<file path="src/design/aspf_pkg.sv">
package aspf_pkg;

	// register byte offsets
	localparam logic [11:0] ASPF_OFS_DATA = 12'h000;
	localparam logic [11:0] ASPF_OFS_RSR = 12'h004;
	localparam logic [11:0] ASPF_OFS_FLAG = 12'h018;
	localparam logic [11:0] ASPF_OFS_IBRD = 12'h024;
	localparam logic [11:0] ASPF_OFS_FBRD = 12'h028;
	localparam logic [11:0] ASPF_OFS_LCRH = 12'h02c;
	localparam logic [11:0] ASPF_OFS_CTL = 12'h030;
	localparam logic [11:0] ASPF_OFS_IFLS = 12'h034;
	localparam logic [11:0] ASPF_OFS_IM = 12'h038;
	localparam logic [11:0] ASPF_OFS_RIS = 12'h03c;
	localparam logic [11:0] ASPF_OFS_MIS = 12'h040;
	localparam logic [11:0] ASPF_OFS_ICR = 12'h044;

	// line control field positions
	localparam int ASPF_LC_BRK = 0;
	localparam int ASPF_LC_PEN = 1;
	localparam int ASPF_LC_EPS = 2;
	localparam int ASPF_LC_STP2 = 3;
	localparam int ASPF_LC_FEN = 4;
	localparam int ASPF_LC_WLEN = 5;
	localparam int ASPF_LC_SPS = 7;

	// port control field positions
	localparam int ASPF_CT_EN = 0;
	localparam int ASPF_CT_LBE = 7;
	localparam int ASPF_CT_TXE = 8;
	localparam int ASPF_CT_RXE = 9;

	// flag register field positions
	localparam int ASPF_FR_BUSY = 3;
	localparam int ASPF_FR_RX_FIFO_EMPTY = 4;
	localparam int ASPF_FR_TX_FIFO_FULL = 5;
	localparam int ASPF_FR_RX_FIFO_FULL = 6;
	localparam int ASPF_FR_TX_FIFO_EMPTY = 7;

	// interrupt source bit positions
	localparam int ASPF_IR_RX = 4;
	localparam int ASPF_IR_TX = 5;
	localparam int ASPF_IR_RT = 6;
	localparam int ASPF_IR_FE = 7;
	localparam int ASPF_IR_PE = 8;
	localparam int ASPF_IR_BE = 9;
	localparam int ASPF_IR_OE = 10;

	// reset values
	localparam logic [9:0] ASPF_CTL_RST = 10'h300;
	localparam logic [5:0] ASPF_IFLS_RST = 6'h12;

	// sizes and counts
	localparam logic [4:0] ASPF_DEPTH = 5'h10;
	localparam logic [22:0] ASPF_ACC_STEP = 23'h000040;
	localparam logic [3:0] ASPF_START_TICK = 4'h7;
	localparam logic [3:0] ASPF_BIT_TICK = 4'hf;
	localparam int ASPF_RT_BITS = 32;
	localparam logic [9:0] ASPF_RT_TICKS = 10'(ASPF_RT_BITS * 16);

	typedef enum logic [2:0] {TX_IDLE, TX_START, TX_DATA, TX_PAR, TX_STOP} aspf_txst_t;
	typedef enum logic [2:0] {RX_IDLE, RX_START, RX_DATA, RX_PAR, RX_STOP} aspf_rxst_t;

	// one receive queue entry
	typedef struct packed {
		logic oe;
		logic be;
		logic pe;
		logic fe;
		logic [7:0] data;
	} aspf_rxent_t;

	// committed divisor and line settings
	typedef struct packed {
		logic [15:0] ibrd;
		logic [5:0] fbrd;
		logic [7:0] lcrh;
	} aspf_cfg_t;

endpackage

</file>
<file path="src/design/aspf_uart.sv">
`timescale 1ns/100ps
module aspf_uart
	import aspf_pkg::*;
(
	input wire logic clk_i, // system clock
	input wire logic rst_b_i, // synchronous reset, active low
	input wire logic [11:0] addr_i, // register byte address
	input wire logic [31:0] wdata_i, // write data
	input wire logic wr_i, // write strobe
	input wire logic rd_i, // read strobe
	output logic [31:0] rdata_o, // read data, cycle after rd_i
	input wire logic serial_rx_in_i, // serial receive line
	output logic serial_tx_out_o, // serial transmit line
	output logic irq_o // combined interrupt request
);

	typedef struct packed {
		logic [15:0] ibrd;
		logic [5:0] fbrd;
		logic [7:0] lcrh_w;
		aspf_cfg_t cfg;
		logic [9:0] ctl;
		logic [5:0] ifls;
		logic [10:0] im;
		logic [10:0] ris;
		logic [3:0] rsr;
		logic [31:0] rdata;
		logic [15:0][7:0] txq;
		logic [3:0] txw;
		logic [3:0] txr;
		logic [4:0] txn;
		aspf_rxent_t [15:0] rxq;
		logic [3:0] rxw;
		logic [3:0] rxr;
		logic [4:0] rxn;
		logic [22:0] acc;
		aspf_txst_t txst;
		logic [3:0] tx_sub;
		logic [2:0] tx_bit;
		logic [7:0] tx_sh;
		logic tx_par;
		logic tx_out;
		logic tx_line;
		aspf_rxst_t rxst;
		logic [3:0] rx_sub;
		logic [2:0] rx_bit;
		logic [7:0] rx_sh;
		logic rx_pe;
		logic rx_pbit;
		logic rx_mark;
		logic rx_ovr;
		logic [9:0] rt_cnt;
	} aspf_state_t;

	aspf_state_t s;
	aspf_state_t next_s;

	// trigger level in entries for a level select code
	function automatic logic [4:0] lvl(input logic [2:0] sel);
		case (sel)
			3'h0: lvl = 5'h02;
			3'h1: lvl = 5'h04;
			3'h2: lvl = 5'h08;
			3'h3: lvl = 5'h0c;
			3'h4: lvl = 5'h0e;
			default: lvl = 5'h08;
		endcase
	endfunction

	// keep only the programmed character length
	function automatic logic [7:0] wmask(input logic [7:0] d, input logic [1:0] wl);
		case (wl)
			2'h0: wmask = d & 8'h1f;
			2'h1: wmask = d & 8'h3f;
			2'h2: wmask = d & 8'h7f;
			default: wmask = d;
		endcase
	endfunction

	// parity bit value for a masked character
	function automatic logic parbit(input logic [7:0] d, input logic [7:0] lc);
		if (lc[ASPF_LC_SPS]) begin
			parbit = ~lc[ASPF_LC_EPS];
		end else begin
			parbit = lc[ASPF_LC_EPS] ? ^d : ~^d;
		end
	endfunction

	logic [7:0] lc;
	logic [21:0] div;
	logic [4:0] dep;
	logic [2:0] last_bit;
	logic tick;
	logic rx_in;
	logic port_en;
	logic busy;
	logic [22:0] acc_sum;
	aspf_rxent_t ent;

	assign lc = s.cfg.lcrh;
	assign div = {s.cfg.ibrd, s.cfg.fbrd};
	assign dep = lc[ASPF_LC_FEN] ? ASPF_DEPTH : 5'h01;
	assign last_bit = 3'(3'h4 + {1'b0, lc[ASPF_LC_WLEN +: 2]});
	assign port_en = s.ctl[ASPF_CT_EN];
	assign rx_in = s.ctl[ASPF_CT_LBE] ? s.tx_line : serial_rx_in_i;
	assign busy = (s.txn != 5'h00) || (s.txst != TX_IDLE);
	// fractional accumulator, one tick per divisor/64 clocks
	assign acc_sum = s.acc + ASPF_ACC_STEP;
	assign tick = (div != 22'h000000) && (acc_sum >= {1'b0, div});

	assign rdata_o = s.rdata;
	assign serial_tx_out_o = s.tx_line;
	assign irq_o = |(s.ris & s.im);

	// next-state logic
	always_comb begin
		next_s = s;
		ent = '0;

		if (tick) begin
			next_s.acc = acc_sum - {1'b0, div};
		end else if (div != 22'h000000) begin
			next_s.acc = acc_sum;
		end

		// register reads; data returned the cycle after the strobe
		if (rd_i) begin
			next_s.rdata = 32'h00000000;
			case (addr_i)
				ASPF_OFS_DATA: begin
					// twelve bits from the receive queue
					next_s.rdata = {20'h00000, s.rxq[s.rxr]};
					if (s.rxn != 5'h00) begin
						next_s.rsr[2:0] = {s.rxq[s.rxr].be, s.rxq[s.rxr].pe, s.rxq[s.rxr].fe};
						next_s.rxr = s.rxr + 4'h1;
						next_s.rxn = s.rxn - 5'h01;
						if (s.rxn == 5'h01) begin
							next_s.ris[ASPF_IR_RT] = 1'b0;
						end
					end
				end
				ASPF_OFS_RSR: next_s.rdata = {28'h0000000, s.rsr};
				ASPF_OFS_FLAG: begin
					next_s.rdata[ASPF_FR_BUSY] = busy;
					next_s.rdata[ASPF_FR_RX_FIFO_EMPTY] = (s.rxn == 5'h00);
					next_s.rdata[ASPF_FR_TX_FIFO_FULL] = (s.txn == dep);
					next_s.rdata[ASPF_FR_RX_FIFO_FULL] = (s.rxn == dep);
					next_s.rdata[ASPF_FR_TX_FIFO_EMPTY] = (s.txn == 5'h00);
				end
				ASPF_OFS_IBRD: next_s.rdata = {16'h0000, s.ibrd};
				ASPF_OFS_FBRD: next_s.rdata = {26'h0000000, s.fbrd};
				ASPF_OFS_LCRH: next_s.rdata = {24'h000000, s.lcrh_w};
				ASPF_OFS_CTL: next_s.rdata = {22'h000000, s.ctl};
				ASPF_OFS_IFLS: next_s.rdata = {26'h0000000, s.ifls};
				ASPF_OFS_IM: next_s.rdata = {21'h000000, s.im};
				ASPF_OFS_RIS: next_s.rdata = {21'h000000, s.ris};
				ASPF_OFS_MIS: next_s.rdata = {21'h000000, s.ris & s.im};
				default: next_s.rdata = 32'h00000000;
			endcase
		end

		// register writes; hardware sets below win over these clears
		if (wr_i) begin
			case (addr_i)
				ASPF_OFS_DATA: begin
					// queue eight bits, dropped when full
					if (s.txn != dep) begin
						next_s.txq[s.txw] = wdata_i[7:0];
						next_s.txw = lc[ASPF_LC_FEN] ? s.txw + 4'h1 : s.txw;
						next_s.txn = s.txn + 5'h01;
					end
				end
				ASPF_OFS_RSR: next_s.rsr = 4'h0;
				ASPF_OFS_IBRD: next_s.ibrd = wdata_i[15:0];
				ASPF_OFS_FBRD: next_s.fbrd = wdata_i[5:0];
				ASPF_OFS_LCRH: begin
					next_s.lcrh_w = wdata_i[7:0];
					next_s.cfg = {s.ibrd, s.fbrd, wdata_i[7:0]};
				end
				ASPF_OFS_CTL: next_s.ctl = wdata_i[9:0];
				ASPF_OFS_IFLS: next_s.ifls = wdata_i[5:0];
				ASPF_OFS_IM: next_s.im = wdata_i[10:0];
				ASPF_OFS_ICR: next_s.ris = s.ris & ~wdata_i[10:0];
				default: ;
			endcase
		end

		// transmitter; once started it runs to the end even if disabled
		case (s.txst)
			TX_IDLE: begin
				next_s.tx_out = 1'b1;
				// start a frame from the queue
				if (port_en && s.ctl[ASPF_CT_TXE] && (s.txn != 5'h00)) begin
					next_s.tx_sh = wmask(s.txq[s.txr], lc[ASPF_LC_WLEN +: 2]);
					next_s.tx_par = parbit(wmask(s.txq[s.txr], lc[ASPF_LC_WLEN +: 2]), lc);
					next_s.txr = lc[ASPF_LC_FEN] ? s.txr + 4'h1 : s.txr;
					next_s.txn = next_s.txn - 5'h01;
					// transmit level reached on the way down
					if (!lc[ASPF_LC_FEN] || (next_s.txn == lvl(s.ifls[2:0]))) begin
						next_s.ris[ASPF_IR_TX] = 1'b1;
					end
					next_s.txst = TX_START;
					next_s.tx_sub = 4'h0;
					next_s.tx_out = 1'b0;
				end
			end
			default: begin
				if (tick) begin
					next_s.tx_sub = s.tx_sub + 4'h1;
					if (s.tx_sub == ASPF_BIT_TICK) begin
						case (s.txst)
							TX_START: begin
								next_s.txst = TX_DATA;
								next_s.tx_bit = 3'h0;
								next_s.tx_out = s.tx_sh[0];
							end
							TX_DATA: begin
								if (s.tx_bit == last_bit) begin
									next_s.tx_bit = 3'h0;
									next_s.txst = lc[ASPF_LC_PEN] ? TX_PAR : TX_STOP;
									next_s.tx_out = lc[ASPF_LC_PEN] ? s.tx_par : 1'b1;
								end else begin
									next_s.tx_bit = s.tx_bit + 3'h1;
									next_s.tx_out = s.tx_sh[s.tx_bit + 3'h1];
								end
							end
							TX_PAR: begin
								next_s.txst = TX_STOP;
								next_s.tx_out = 1'b1;
							end
							TX_STOP: begin
								if (lc[ASPF_LC_STP2] && (s.tx_bit == 3'h0)) begin
									next_s.tx_bit = 3'h1;
								end else begin
									next_s.txst = TX_IDLE;
								end
							end
							default: next_s.txst = TX_IDLE;
						endcase
					end
				end
			end
		endcase
		next_s.tx_line = lc[ASPF_LC_BRK] ? 1'b0 : next_s.tx_out;

		// receiver
		case (s.rxst)
			RX_IDLE: begin
				// wait for marking before a new start
				if (rx_in) begin
					next_s.rx_mark = 1'b1;
				end
				if (s.rx_mark && !rx_in && port_en && s.ctl[ASPF_CT_RXE]) begin
					next_s.rxst = RX_START;
					next_s.rx_sub = 4'h0;
				end
			end
			default: begin
				if (tick) begin
					next_s.rx_sub = s.rx_sub + 4'h1;
					case (s.rxst)
						RX_START: begin
							if (s.rx_sub == ASPF_START_TICK) begin
								next_s.rx_sub = 4'h0;
								next_s.rx_bit = 3'h0;
								next_s.rx_sh = 8'h00;
								next_s.rxst = rx_in ? RX_IDLE : RX_DATA;
							end
						end
						RX_DATA: begin
							if (s.rx_sub == ASPF_BIT_TICK) begin
								next_s.rx_sh[s.rx_bit] = rx_in;
								next_s.rx_bit = s.rx_bit + 3'h1;
								if (s.rx_bit == last_bit) begin
									next_s.rxst = lc[ASPF_LC_PEN] ? RX_PAR : RX_STOP;
								end
							end
						end
						RX_PAR: begin
							if (s.rx_sub == ASPF_BIT_TICK) begin
								next_s.rx_pbit = rx_in;
								next_s.rx_pe = (rx_in != parbit(s.rx_sh, lc));
								next_s.rxst = RX_STOP;
							end
						end
						RX_STOP: begin
							if (s.rx_sub == ASPF_BIT_TICK) begin
								next_s.rxst = RX_IDLE;
								next_s.rx_mark = 1'b0;
								ent.fe = !rx_in;
								ent.pe = lc[ASPF_LC_PEN] && s.rx_pe;
								// whole character low is a break
								ent.be = !rx_in && (s.rx_sh == 8'h00) && !(lc[ASPF_LC_PEN] && s.rx_pbit);
								ent.data = ent.be ? 8'h00 : s.rx_sh;
								ent.oe = s.rx_ovr;
								next_s.ris[ASPF_IR_FE] = next_s.ris[ASPF_IR_FE] | ent.fe;
								next_s.ris[ASPF_IR_PE] = next_s.ris[ASPF_IR_PE] | ent.pe;
								next_s.ris[ASPF_IR_BE] = next_s.ris[ASPF_IR_BE] | ent.be;
								if (next_s.rxn == dep) begin
									next_s.rsr[3] = 1'b1;
									next_s.rx_ovr = 1'b1;
									next_s.ris[ASPF_IR_OE] = 1'b1;
								end else begin
									next_s.rxq[s.rxw] = ent;
									next_s.rxw = lc[ASPF_LC_FEN] ? s.rxw + 4'h1 : s.rxw;
									next_s.rxn = next_s.rxn + 5'h01;
									next_s.rx_ovr = 1'b0;
									next_s.rt_cnt = 10'h000;
									if (!lc[ASPF_LC_FEN] || (next_s.rxn == lvl(s.ifls[5:3]))) begin
										next_s.ris[ASPF_IR_RX] = 1'b1;
									end
								end
							end
						end
						default: next_s.rxst = RX_IDLE;
					endcase
				end
			end
		endcase
		// in single-entry mode both pointers stay on one entry, the read pointer held on the write pointer
		if (!lc[ASPF_LC_FEN]) begin
			next_s.rxr = s.rxw;
		end

		// idle timer while data waits, stops once it fires
		if (next_s.rxn == 5'h00) begin
			next_s.rt_cnt = 10'h000;
		end else if (tick && (s.rt_cnt != ASPF_RT_TICKS) && (next_s.rt_cnt == s.rt_cnt)) begin
			next_s.rt_cnt = s.rt_cnt + 10'h001;
			if (s.rt_cnt == ASPF_RT_TICKS - 10'h001) begin
				next_s.ris[ASPF_IR_RT] = 1'b1;
			end
		end
	end

	// state register
	always_ff @(posedge clk_i) begin
		if (!rst_b_i) begin
			s <= '0;
			s.ctl <= ASPF_CTL_RST;
			s.ifls <= ASPF_IFLS_RST;
			s.tx_out <= 1'b1;
			s.tx_line <= 1'b1;
			s.txst <= TX_IDLE;
			s.rxst <= RX_IDLE;
		end else begin
			s <= next_s;
		end
	end

endmodule // aspf_uart

</file>
<file path="config.mk">
export PLATFORM = sky130hd
export DESIGN_NAME = aspf_uart
export DESIGN_NICKNAME = d
export VERILOG_FILES = /design/src/design/aspf_pkg.sv /design/src/design/aspf_uart.sv
export SDC_FILE = /design/constraint.sdc
export NUM_CORES = 1
export LEC_CHECK = 0
export BUFFER_PORTS_ARGS = -buffer_cell sky130_fd_sc_hd__buf_2
export CAP_MARGIN = 15
export CORE_ASPECT_RATIO = 1.5
export CORE_MARGIN = 2
export CORE_UTILIZATION = 63
export CTS_CLUSTER_SIZE = 20
export DETAILED_ROUTE_END_ITERATION = 10
export PLACE_DENSITY = 0.81
export SYNTH_ARGS = -nofsm -noshare
export SYNTH_HDL_FRONTEND = slang
export SYNTH_SLANG_ARGS = --single-unit
</file>
<file path="constraint.sdc">
create_clock -name clk_i -period 5.05 [get_ports clk_i]
set_input_delay 0.7575 -clock clk_i [delete_from_list [all_inputs] [get_ports clk_i]]
set_output_delay 0.7575 -clock clk_i [all_outputs]
set_load 0.02 [all_outputs]
</file>
==> results by stage <==
Status:
- The run finished with clean final reports.

Clock network:
- Hold repair after CTS inserted 0 buffers.
- After clock tree synthesis, the clock-pin slew on the worst setup and hold paths is 0.07 ns.
- CTS built an H-tree with a depth of 2.
- TritonCTS built the clock tree.
- The tree is rooted in a sky130_fd_sc_hd__clkbuf_16.
- The number of CTS-inserted buffers is 50.
- The later-pin clock latency in the skew report is 0.62 ns.
- CTS saw approximately 530 sinks.
- No sink is reached through more buffers than the 3 on the longest clock path.

Global route:
- The total grt overflow is 0.
- The number of global-route vias before repair is approximately 22000.
- The total global routing track utilization is 33.4%.
- The global-route wire length before repair is 114000 um.
- Entering global routing, the biggest net connects about 190 pins.
- The initial antenna violation count is 7.

Placed design:
- The congestion estimate from routability-driven global placement came to 0.978.
- Prior to clock tree synthesis, the placed netlist has a worst setup slack of roughly 0.33 ns.
- The number of buffers added on ports is 50.
- The wire-length estimate of the detail-placed layout is 49900 um.

Layout:
- In the final layout, the multi-input gates occupy 14300 um2.
- The net total in the final layout is roughly 3000.
- Compared with the post-synthesis result, the final layout area differs by 7.68%.
- The post-route netlist has 11.0% of its cells at a drive strength greater than 1.
- Leaving out fill and tap cells, the most frequent cell in the layout is sky130_fd_sc_hd__nand2_1.
- The library cells used most frequently in the layout, excluding fill and tap cells, are sky130_fd_sc_hd__nand2_1 (596), sky130_fd_sc_hd__dfxtp_1 (529), sky130_fd_sc_hd__a21oi_1 (258), sky130_fd_sc_hd__mux2i_1 (258), sky130_fd_sc_hd__nand3_1 (168).
- The filler cell count in the final layout is between 3000 and 4000.
- The footprint of the flip-flops and latches is 10700 um2.

Floorplan:
- The number of rows created at floorplan is between 90 and 100.
- The area inside the core boundary is 41200 um2.
- Measured along the x axis, the die boundary spans between 150 and 200 um.
- The floorplan die area is roughly 43000 um2.
- The floorplan step set the die height to roughly 250 um.
- Once the floorplan was initialized, standard cells occupied 63.9% of the core.
- 83 I/O pins were placed.

STA:
- The aggregate negative setup slack is 0 ns.
- Setup violations remaining at the end of the flow were counted as 0.
- The transition time at the pin with the least slew margin is approximately 1.3 ns.
- On the final layout, the worst clock skew is 0.0287 ns.
- The max-slew headroom at the worst pin is between 15 and 20%.
- The final hold violation count is 0.
- The minimum clock period after layout is between 4 and 5 ns.
- The final count of pins violating max slew is 0.
- Static timing analysis puts the maximum clock frequency at roughly 210 MHz.
- Setup repair after global routing left no endpoint under its margin.
- The smallest setup slack after layout is between 0.2 and 0.3 ns.
- The share of the clock period used by the worst path after layout is between 90% and 100%.

Synth:
- The share of synthesized registers carrying an async set or reset is 0%.
- The number of synthesized flops with an enable pin is 0.
- The number of distinct library cells after synthesis is between 80 and 90.
- The leading register cell type out of synthesis is sky130_fd_sc_hd__dfxtp_1.
- Counting flops and latches in the post-synthesis netlist gives approximately 530.
- The synthesized cell area is between 20000 and 30000 um2.
- The sequential cell area fraction in the yosys report is around 40%.
- Counting every instance in the synthesized netlist gives roughly 3000.
- For this run, the number of Yosys warnings is 0.
- The average cell area after synthesis is between 8 and 9 um2.

Drt:
- The residual antenna-violating net count after detailed routing is 0.
- The DRC violations left is 0.
- The length of the first detailed-routing pass in iterations is 7.
- The overall via count from detail_route is 22204.
- For this block, the initial DRC count from the detailed router was roughly 2000.
- The final routed wirelength across all metal layers is 73700 um.
- The average wire per standard cell is 21.0 um.
- Using the TritonRoute via totals, the vias-per-cell ratio works out to 6.33.

Worst setup path:
- The worst setup path is of the reg2reg kind.
- The arrival time reported for the critical path endpoint is 5.26 ns.
- Along the worst path, the maximum fanout reaches 14.
- The kind of launch point of the worst setup path is a register.
- At the worst endpoint, the required time is 5.56 ns.
- The element type at the critical path end is a register.

Power and ir drop:
- For this design the static power due to leakage is around 11 nW.
- The power density over cell area is between 200 and 300 nW/um2.
- The peak ir drop on the vdd network is around 0.34 mV.

Flow run:
- The tool flagged a number of max-cap violations equal to 0.

Worst hold path:
- The path class of the tightest hold or removal check is in2reg.
[path summary, 6_finish.rpt]
check / start / to / slack (ns) / cells past startpoint
hold / removal: wdata_i[14] / s[554] / 0.41 / 3
setup reg to reg: s[61] / s[197] / 0.30 / 18
setup / recovery: s[61] / s[197] / 0.30 / 18
hold reg to reg: s[409] / s[409] / 0.45 / 2
[report_power, final]
group / leakage [nW] / internal (W) / switching (W) / total (W)
Sequential: 4.29 / 0.00420 / 0.00000214 / 0.00420
Combinational: 5.69 / 0.0000259 / 0.000148 / 0.000173
Clock: 0.849 / 0.00226 / 0.00170 / 0.00396
Total: 10.8 / 0.00649 / 0.00185 / 0.00834
[metal layers]
metal | part of all wire [%] | routed length (um) | GRT usage (%)
met1 | 36 | 26600 | 36.8
met2 | 50 | 37100 | 58.7
met3 | 5.9 | 4360 | 5.11
met4 | 7.6 | 5610 | 23.5
met5 | 0.034 | 25 | 0
[worst max-delay path, stage by stage, from the launching register on]
cell	delay, ns
sky130_fd_sc_hd__dfxtp_1	0.44
sky130_fd_sc_hd__and3_1	0.24
sky130_fd_sc_hd__and3_1	0.27
sky130_fd_sc_hd__nand2_1	0.08
sky130_fd_sc_hd__nor2_1	0.28
sky130_fd_sc_hd__and3_1	0.31
sky130_fd_sc_hd__xor2_1	0.18
sky130_fd_sc_hd__ha_1	0.32
sky130_fd_sc_hd__nand4_1	0.18
sky130_fd_sc_hd__nor2_1	0.08
sky130_fd_sc_hd__a221oi_1	0.26
sky130_fd_sc_hd__o21ai_0	0.15
sky130_fd_sc_hd__a41oi_1	0.23
sky130_fd_sc_hd__a21o_1	0.34
sky130_fd_sc_hd__a2111oi_4	0.11
sky130_fd_sc_hd__buf_4	0.23
sky130_fd_sc_hd__and2_4	0.21
sky130_fd_sc_hd__nand2_2	0.42
sky130_fd_sc_hd__mux2i_1	0.28
[registers in the layout, indices dropped and copies added, names as in the netlist]
register and flops:
div 22, s 484, port_en 1, serial_tx_out_o 1
lc 8, rdata_o 16
[Yosys cell counts (all sizes together) (44+ instances only)]
master	n	area, um2
mux4	80	1800
nor3	44	225
buf	76	548
nor2	159	597
inv	68	255
nand3	172	911
mux2i	258	2580
dfxtp	532	10700
a21oi	260	1310
ha	51	638
xnor2	49	429
nand2	608	2330
clkbuf	182	683
o21ai	74	370
[repair_timing]
| action | CTS | global route |
|---|---|---|
| resized for setup | 0 | 2 |
| endpoints found under the setup margin | 0 | 13 |
| setup buffers | 0 | 1 |
[per-stage QoR]
step / power [W] / std cells / area, um2 / utilization (%) / hold slack, ns
6_report: 0.00834 / 3506 / 28400 / 68.8 / 0.405
5_1_grt: 0.00853 / 3502 / 28400 / 68.8 / 0.393
4_1_cts: 0.00836 / 3500 / 28300 / 68.7 / 0.396
3_5_place_dp: 0.00446 / 3409 / 26600 / 64.5 / 0.444
3_3_place_gp: 0.00446 / 3409 / 26600 / 64.5 / 0.438
2_1_floorplan: 0.00441 / 3011 / 26400 / - / 0.425
[final cells by class]
cell class | count | area share [%]
Clock buffer | 70 | 5.21
Clock inverter | 21 | 0.962
Multi-Input combinational cell | 2151 | 50.5
Inverter | 70 | 0.953
Antenna cell | 5 | 0.0441
Sequential cell | 532 | 37.6
Timing Repair Buffer | 99 | 2.33
Tap cell | 558 | 2.46
[kinds of logic after synthesis]
| kind of cell | synth area share (%) |
|---|---|
| buffers and inverters | 5.67 |
| AO/OA/AOI/OAI | 12.2 |
| XOR/XNOR | 2.89 |
| adder cells (fa/ha/maj) | 2.50 |
| other | 0.0142 |
| AND/OR/NAND/NOR | 19.3 |
| multiplexers | 16.9 |
| flip-flops | 40.4 |
No activity file was read; power rests on OpenSTA's default activity.
